<file path="src/inc/ssf_pkg.sv">
package ssf_pkg;

    ////////////////////////////////////////////////////////////////////////////////
    // Register map and bus layout
    localparam int ADDR_W = 8;
    localparam int DATA_W = 32;
    localparam logic [ADDR_W-1:0] STATUS_WORD_OFFSET = 8'h64;
    localparam logic [1:0] RESP_OKAY = 2'h0;
    localparam logic [1:0] RESP_SLVERR = 2'h2;

    ////////////////////////////////////////////////////////////////////////////////
    // Status word field positions
    localparam int CMD_ERR_BIT = 10;
    localparam int LOOP_ERR_BIT = 9;
    localparam int MSB_ERR_BIT = 8;
    localparam int ROLE_ERR_BIT = 7;
    localparam int CLK_ERR_BIT = 6;
    localparam int FLAG_LSB = CLK_ERR_BIT;
    localparam int FLAG_MSB = CMD_ERR_BIT;

    ////////////////////////////////////////////////////////////////////////////////
    // Build-time transfer mode
    localparam logic [1:0] MODE_STANDARD = 2'h0;
    localparam logic [1:0] MODE_DUAL = 2'h1;
    localparam logic [1:0] MODE_QUAD = 2'h2;

    // Line count of a command, address or data phase
    localparam logic [1:0] LINES_SINGLE = 2'h0;

    // Memory families with different command lists
    localparam logic [1:0] MEM_FAMILY_A = 2'h0;
    localparam logic [1:0] MEM_FAMILY_B = 2'h1;
    localparam logic [1:0] MEM_FAMILY_C = 2'h2;
    localparam logic [1:0] MEM_FAMILY_D = 2'h3;

    // Command codes accepted as the first transmit queue word
    localparam logic [7:0] CMD_READ = 8'h03;
    localparam logic [7:0] CMD_FAST_READ = 8'h0B;
    localparam logic [7:0] CMD_DUAL_READ = 8'h3B;
    localparam logic [7:0] CMD_QUAD_READ = 8'h6B;
    localparam logic [7:0] CMD_WRITE_ENABLE = 8'h06;
    localparam logic [7:0] CMD_PAGE_PROGRAM = 8'h02;
    localparam logic [7:0] CMD_READ_STATUS = 8'h05;
    localparam logic [7:0] CMD_READ_ID = 8'h9F;
    localparam logic [7:0] CMD_SECTOR_ERASE = 8'hD8;
    localparam logic [7:0] CMD_QUAD_PROGRAM = 8'h32;
    localparam logic [7:0] CMD_FAMILY_EXTRA = 8'h38;

    ////////////////////////////////////////////////////////////////////////////////
    // Carriers

    // Fields of the control word that the error flags look at
    typedef struct packed {
        logic [1:0] cmd_lines;
        logic [1:0] addr_lines;
        logic [1:0] data_lines;
        logic lsb_first;
        logic controller_role;
        logic clk_polarity;
        logic clk_phase;
        logic loop_back;
    } ssf_ctrl_t;

    // Same order as status bits 10 down to 6
    typedef struct packed {
        logic cmd_err;
        logic loop_err;
        logic msb_err;
        logic role_err;
        logic clk_err;
    } ssf_flags_t;

    localparam ssf_flags_t FLAGS_RESET = '{cmd_err: 1'b0, loop_err: 1'b0, msb_err: 1'b0,
                                           role_err: 1'b1, clk_err: 1'b0};

endpackage : ssf_pkg

</file>
<file path="src/ssf_cmd_check.sv">
`timescale 1ns/10ps
// Looks up a command byte in the list of the chosen memory family.
module ssf_cmd_check (
    input wire logic [1:0] mem_family,
    input wire logic [7:0] cmd,
    output logic supported
);

    logic common_ok;
    logic family_ok;

    always_comb begin
        case (cmd)
            ssf_pkg::CMD_READ,
            ssf_pkg::CMD_FAST_READ,
            ssf_pkg::CMD_DUAL_READ,
            ssf_pkg::CMD_QUAD_READ,
            ssf_pkg::CMD_WRITE_ENABLE,
            ssf_pkg::CMD_PAGE_PROGRAM,
            ssf_pkg::CMD_READ_STATUS,
            ssf_pkg::CMD_READ_ID,
            ssf_pkg::CMD_SECTOR_ERASE: common_ok = 1'b1;
            default: common_ok = 1'b0;
        endcase
    end

    // Families differ only in their quad program opcode
    always_comb begin
        case (mem_family)
            ssf_pkg::MEM_FAMILY_A,
            ssf_pkg::MEM_FAMILY_C: family_ok = (cmd == ssf_pkg::CMD_QUAD_PROGRAM);
            ssf_pkg::MEM_FAMILY_B,
            ssf_pkg::MEM_FAMILY_D: family_ok = (cmd == ssf_pkg::CMD_FAMILY_EXTRA);
            default: family_ok = 1'b0;
        endcase
    end

    assign supported = common_ok | family_ok;

endmodule : ssf_cmd_check

</file>
<file path="src/ssf_status_word.sv">
`timescale 1ns/10ps
module ssf_status_word #(
    parameter logic [1:0] CORE_MODE = ssf_pkg::MODE_QUAD,
    parameter logic [1:0] MEM_FAMILY = ssf_pkg::MEM_FAMILY_A
) (
    input wire logic clock,
    input wire logic rstn,
    // Register port (AXI4-Lite subset of the AXI4 register interface)
    input wire logic [ssf_pkg::ADDR_W-1:0] s_axi_awaddr,
    input wire logic s_axi_awvalid,
    output logic s_axi_awready,
    input wire logic [ssf_pkg::DATA_W-1:0] s_axi_wdata,
    input wire logic [3:0] s_axi_wstrb,
    input wire logic s_axi_wvalid,
    output logic s_axi_wready,
    output logic [1:0] s_axi_bresp,
    output logic s_axi_bvalid,
    input wire logic s_axi_bready,
    input wire logic [ssf_pkg::ADDR_W-1:0] s_axi_araddr,
    input wire logic s_axi_arvalid,
    output logic s_axi_arready,
    output logic [ssf_pkg::DATA_W-1:0] s_axi_rdata,
    output logic [1:0] s_axi_rresp,
    output logic s_axi_rvalid,
    input wire logic s_axi_rready,
    // Control word fields, from the control register on this clock
    input wire ssf_pkg::ssf_ctrl_t control_word,
    // Transmit data queue write strobe and its data
    input wire logic txq_wr_valid,
    input wire logic [7:0] txq_wr_data,
    // Present error flags and one-cycle rise events for the interrupt status
    output ssf_pkg::ssf_flags_t err_flags,
    output ssf_pkg::ssf_flags_t err_events
);

    ////////////////////////////////////////////////////////////////////////////////
    // State

    typedef struct packed {
        logic awready;
        logic wready;
        logic bvalid;
        logic [1:0] bresp;
        logic arready;
        logic rvalid;
        logic [1:0] rresp;
        logic [ssf_pkg::DATA_W-1:0] rdata;
        ssf_pkg::ssf_flags_t flags;
        ssf_pkg::ssf_flags_t events;
        logic first_seen;
    } ssf_state_t;

    localparam ssf_state_t STATE_RESET = '{
        awready: 1'b0,
        wready: 1'b0,
        bvalid: 1'b0,
        bresp: ssf_pkg::RESP_OKAY,
        arready: 1'b0,
        rvalid: 1'b0,
        rresp: ssf_pkg::RESP_OKAY,
        rdata: '0,
        flags: ssf_pkg::FLAGS_RESET,
        events: '0,
        first_seen: 1'b0
    };

    ssf_state_t state_reg;
    ssf_state_t state_next;

    ////////////////////////////////////////////////////////////////////////////////
    // Configuration checks

    localparam logic MULTI_LINE = (CORE_MODE == ssf_pkg::MODE_DUAL) ||
                                  (CORE_MODE == ssf_pkg::MODE_QUAD);

    logic cmd_supported;
    logic phase_not_single;
    logic mixed_clock;
    logic [ssf_pkg::DATA_W-1:0] status_image;

    ssf_cmd_check u_cmd_check (
        .mem_family(MEM_FAMILY),
        .cmd(txq_wr_data),
        .supported(cmd_supported)
    );

    assign phase_not_single = (control_word.cmd_lines != ssf_pkg::LINES_SINGLE) ||
                              (control_word.addr_lines != ssf_pkg::LINES_SINGLE) ||
                              (control_word.data_lines != ssf_pkg::LINES_SINGLE);
    assign mixed_clock = control_word.clk_polarity ^ control_word.clk_phase;

    // Reserved bits above the flags and the lower status bits read as zero
    always_comb begin
        status_image = '0;
        status_image[ssf_pkg::FLAG_MSB:ssf_pkg::FLAG_LSB] = state_reg.flags;
    end

    ////////////////////////////////////////////////////////////////////////////////
    // Next state

    logic wr_take;
    logic rd_take;
    logic wr_hit;
    logic rd_hit;

    assign wr_hit = (s_axi_awaddr[ssf_pkg::ADDR_W-1:2] ==
                     ssf_pkg::STATUS_WORD_OFFSET[ssf_pkg::ADDR_W-1:2]);
    assign rd_hit = (s_axi_araddr[ssf_pkg::ADDR_W-1:2] ==
                     ssf_pkg::STATUS_WORD_OFFSET[ssf_pkg::ADDR_W-1:2]);
    assign wr_take = s_axi_awvalid && s_axi_wvalid && !state_reg.awready &&
                     !state_reg.bvalid;
    assign rd_take = s_axi_arvalid && !state_reg.arready && !state_reg.rvalid;

    always_comb begin
        state_next = state_reg;

        // Write channel: address and data taken together, then one answer.
        // Write data and strobes are ignored because the word is read-only.
        state_next.awready = 1'b0;
        state_next.wready = 1'b0;
        if (wr_take) begin
            state_next.awready = 1'b1;
            state_next.wready = 1'b1;
            state_next.bresp = wr_hit ? ssf_pkg::RESP_OKAY : ssf_pkg::RESP_SLVERR;
        end else if (state_reg.awready) begin
            state_next.bvalid = 1'b1;
        end else if (state_reg.bvalid && s_axi_bready) begin
            state_next.bvalid = 1'b0;
        end

        // Read channel: data is sampled in the cycle the address is taken
        state_next.arready = 1'b0;
        if (rd_take) begin
            state_next.arready = 1'b1;
            if (rd_hit) begin
                state_next.rdata = status_image;
                state_next.rresp = ssf_pkg::RESP_OKAY;
            end else begin
                state_next.rdata = '0;
                state_next.rresp = ssf_pkg::RESP_SLVERR;
            end
        end else if (state_reg.arready) begin
            state_next.rvalid = 1'b1;
        end else if (state_reg.rvalid && s_axi_rready) begin
            state_next.rvalid = 1'b0;
        end

        // Command mismatch is judged once, on the first queue write, and held
        if (txq_wr_valid && !state_reg.first_seen) begin
            state_next.first_seen = 1'b1;
            if (MULTI_LINE && !cmd_supported) begin
                state_next.flags.cmd_err = 1'b1;
            end
        end

        // Level flags follow the control word every clock
        state_next.flags.loop_err = control_word.loop_back && phase_not_single;
        state_next.flags.msb_err = MULTI_LINE && control_word.lsb_first;
        state_next.flags.role_err = MULTI_LINE && !control_word.controller_role;
        state_next.flags.clk_err = MULTI_LINE && mixed_clock;

        // A flag going high is reported once to the interrupt status logic
        state_next.events = state_next.flags & ~state_reg.flags;
    end

    ////////////////////////////////////////////////////////////////////////////////
    // Registers

    always_ff @(posedge clock or negedge rstn) begin
        if (!rstn) begin
            state_reg <= STATE_RESET;
        end else begin
            state_reg <= state_next;
        end
    end

    ////////////////////////////////////////////////////////////////////////////////
    // Outputs, all straight from the state register

    assign s_axi_awready = state_reg.awready;
    assign s_axi_wready = state_reg.wready;
    assign s_axi_bvalid = state_reg.bvalid;
    assign s_axi_bresp = state_reg.bresp;
    assign s_axi_arready = state_reg.arready;
    assign s_axi_rvalid = state_reg.rvalid;
    assign s_axi_rresp = state_reg.rresp;
    assign s_axi_rdata = state_reg.rdata;
    assign err_flags = state_reg.flags;
    assign err_events = state_reg.events;

endmodule : ssf_status_word

</file>
<file path="config.mk">
export PLATFORM = sky130hd
export DESIGN_NAME = ssf_status_word
export DESIGN_NICKNAME = d
export VERILOG_FILES = /design/src/inc/ssf_pkg.sv /design/src/ssf_cmd_check.sv /design/src/ssf_status_word.sv
export SDC_FILE = /design/constraint.sdc
export NUM_CORES = 1
export LEC_CHECK = 0
export BUFFER_PORTS_ARGS = -buffer_cell sky130_fd_sc_hd__buf_2
export CAP_MARGIN = 20
export CORE_MARGIN = 8
export CORE_UTILIZATION = 32
export CTS_CLUSTER_DIAMETER = 40
export DETAILED_ROUTE_END_ITERATION = 8
export PLACE_DENSITY = 0.75
export SYNTH_ARGS = -nofsm -noshare
export SYNTH_HDL_FRONTEND = slang
export SYNTH_SLANG_ARGS = --single-unit
</file>
<file path="constraint.sdc">
create_clock -name clock -period 1.2 [get_ports clock]
set_input_delay 0 -clock clock [delete_from_list [all_inputs] [get_ports clock]]
set_output_delay 0 -clock clock [all_outputs]
set_load 0.05 [all_outputs]
</file>
==> flow_metrics.py <==
metrics = {
    "status": {
        "status": "complete, but fails checks",
        "violations": "setup timing",
    },
    "critical_path": {
        "cp_slowest_cell": "or3b_4",
        "crit_buf_inv": 1,
        "critPathTopFamily": "simple AND/OR/NAND/NOR gates",
        "end_kind": "flip-flop",
        "cpPeakStageDelay_ns": 0.45,
        "critPathRequiredTime_ns": 1.38,
        "crit_chain": "or3b_4 -> clkinv_4 -> nand2_2 -> o21ai_2",
        "cp.arrival_ns": 1.39,
        "path_max_fanout": 7,
        "crit_type": "flip-flop to flip-flop",
        "start_kind": "flip-flop",
    },
    "timing": {
        "fin_crit_ns": 1.21,
        "hold_ws_ns": 0.0111,
        "clock_skew_ns": 0.00165,
        "drv_slew": 0,
        "finalHoldViolations": 0,
        "setup_viol": 1,
        "setup_tns_ns": -0.00933,
        "period_share": 1.01,
        "fmax_mhz": 827,
        "timing.final.ws_setup_ns": -0.00933,
        "rsz0062_at_grt": "yes",
    },
    "yosys": {
        "synth_warnings": 0,
        "syn_inst": 132,
        "synth.distinct_cells": 33,
        "syn_area_per_cell_sq_um": 9.80,
        "ys_seq_area_frac": 0.426,
        "ys_ff_latch": 22,
        "synth_area_sq_mm": 0.00129,
    },
    "pwr": {
        "p_leak_nw": 0.872,
        "power_frac_clock": 0.245,
        "ir_drop_uv": 551,
        "power.total_mw": 2.11,
        "p_int_mw": 1.29,
        "netSwitchingFraction": 0.389,
        "p_seq_frac": 0.396,
        "comb_power_share": 0.358,
        "powerDensity_mw_per_mm2": 1270,
        "p_sw_uw": 821,
    },
    "die": {
        "die_h_um": 79.6,
        "core_area_sq_mm": 0.00394,
        "die_w_um": 79.6,
        "fp-row-count": 23,
        "initial_core_util": 0.328,
        "io_pins": 130,
        "die-area_sq_mm": 0.00633,
    },
    "cells_and_area": {
        "multi_input_area_sq_um": 495,
        "layout.nets": 275,
        "regArea_sq_um": 556,
        "stdcell_count": 245,
        "layout-drive-gt1-share": 0.446,
        "utilization": 0.421,
        "areaGrowthSynthToFinish_pct": 28.2,
        "n_fill_cell": 390,
        "postLayoutCellArea_sq_mm": 0.00166,
        "diodes": 0,
    },
    "detailed_routing": {
        "vias": 1006,
        "wl_um": 3140,
        "drc": 0,
        "wl_per_cell_um": 12.8,
        "ant_nets": 0,
        "drt_iter0_markers": 22,
        "dr.pass1.iters": 4,
        "via_per_inst": 4.11,
    },
    "global_routing": {
        "grt_max_degree": 23,
        "grt_pass1_wl_um": 4900,
        "grt.overflow.total": 0,
        "track_usage": 0.0950,
        "grt_pass1_vias": 1089,
        "antenna_found_initial": 1,
    },
    "cts": {
        "cts.sinks": 22,
        "cts.clk_slew.worst_paths_ns": 0.08,
        "cts_tree": "done",
        "htreeDepth": 1,
        "clockBufferDepth": 2,
        "root_buffer": "clkbuf_8",
        "numCtsBuffers": 3,
        "clock_latency_ns": 0.26,
    },
    "hold_path": {
        "worstHoldPathType": "input port to flip-flop",
    },
    "place": {
        "dp_hpwl_um": 2510,
        "gp_congestion": 0.717,
        "place_ws_ns": -0.104,
        "dpl-instance-area_sq_mm": 0.00147,
        "port_buffers": 60,
        "placed_cells": 229,
    },
    "job": {
        "cap_violations": 0,
    },
}
==> cell usage after synthesis (all sizes together) <==
cell	count	area [sq um]
inv	4	15.0
o21bai	1	7.51
clkbuf	1	3.75
o2111ai	1	8.76
and4bb	1	12.5
nand3b	1	7.51
nor2b	5	31.3
o21ai	6	30.0
nor4bb	2	20.0
dfstp	1	26.3
and3b	1	8.76
buf	47	353
o21a	1	7.51
or3b	1	8.76
o31a	1	8.76
and4	1	8.76
nand4	2	12.5
or4	2	18.8
a21o	2	15.0
dfrtp	21	526
xor2	2	17.5
nand2	15	56.3
and3	1	6.26
nand4b	1	8.76
nand3	1	5.00
or2	1	6.26
nor2	3	11.3
a2111oi	1	27.5
nor3	3	15.0
nor4	1	6.26
conb	1	3.75
==> kinds of logic after synthesis <==
group / Yosys count / share of synthesized area
AND/OR/NAND/NOR: 42 / 0.189
AO/OA/AOI/OAI: 13 / 0.0812
flip-flops: 22 / 0.426
XOR/XNOR: 2 / 0.0135
other: 1 / 0.00290
buffers and inverters: 52 / 0.287
==> routing by layer <==
metal	track usage	vias up	wire length [um]
met1	0.0995	463	1140
met4	0.00556	2	0
met5	0	-	13
met3	0.0586	2	357
li1	-	491	-
met2	0.165	48	1630
==> layout by cell type (no fill, tap or decap), types with 2 or more instances in the layout <==
cell,instances
a21o_1,2
buf_2,60
buf_4,8
clkbuf_8,4
conb_1,29
dfrtp_1,18
dfrtp_2,3
dlygate4sd3_1,11
inv_1,3
nand2_1,13
nand2_2,2
nand4_1,2
nor2_1,3
nor2b_1,5
nor3_1,2
nor4bb_1,2
o21ai_1,4
o21ai_2,2
xor2_1,2
==> path summary, 6_finish.rpt <==
path / start / endpoint / slack, ns / cells past startpoint
hold / removal: s_axi_bready / s_axi_bvalid / 0.01 / 3
setup / recovery: s_axi_rvalid / s_axi_rdata[9] / -0.009 / 4
hold reg to reg: err_flags[2] / err_events[2] / 0.46 / 1
min in group asynchronous: rstn / s_axi_rdata[8] / 0.24 / 2
setup reg to reg: s_axi_rvalid / s_axi_rdata[9] / -0.009 / 4
max in group asynchronous: rstn / s_axi_awready / 0.60 / 2
==> tightest hold or removal path: cells and delay by family <==
family | cells | cell delay, ns
AOI/OAI and AO/OA | 1 | 0.10
buffers and inverters | 2 | 0.13
==> cell type report <==
| class | count | share of cell area |
|---|---|---|
| repair buffers | 79 | 0.284 |
| multi-input cells | 86 | 0.299 |
| inverters | 4 | 0.0121 |
| flip-flops and latches | 22 | 0.335 |
| well taps | 50 | 0.0377 |
| clock buffers | 4 | 0.0332 |
==> repair_timing <==
action,CTS,global route
hold buffers,11,1
pin swaps,1,2
setup endpoints to repair,6,6
buffers inserted,1,0
resized for setup,2,4
hold endpoints to repair,29,1
==> power by group through the flow <==
| stage | Clock [mW] | Sequential [mW] | Combinational, mW |
|---|---|---|---|
| after floorplan | 0 | 0.916 | 0.581 |
| after global placement | 0 | 0.847 | 0.705 |
| after detailed placement | 0 | 0.850 | 0.713 |
| after CTS | 0.545 | 0.836 | 0.758 |
| after global routing | 0.597 | 0.848 | 0.807 |
| final | 0.517 | 0.836 | 0.756 |
Note: power is estimated with default switching activity, not from simulation.
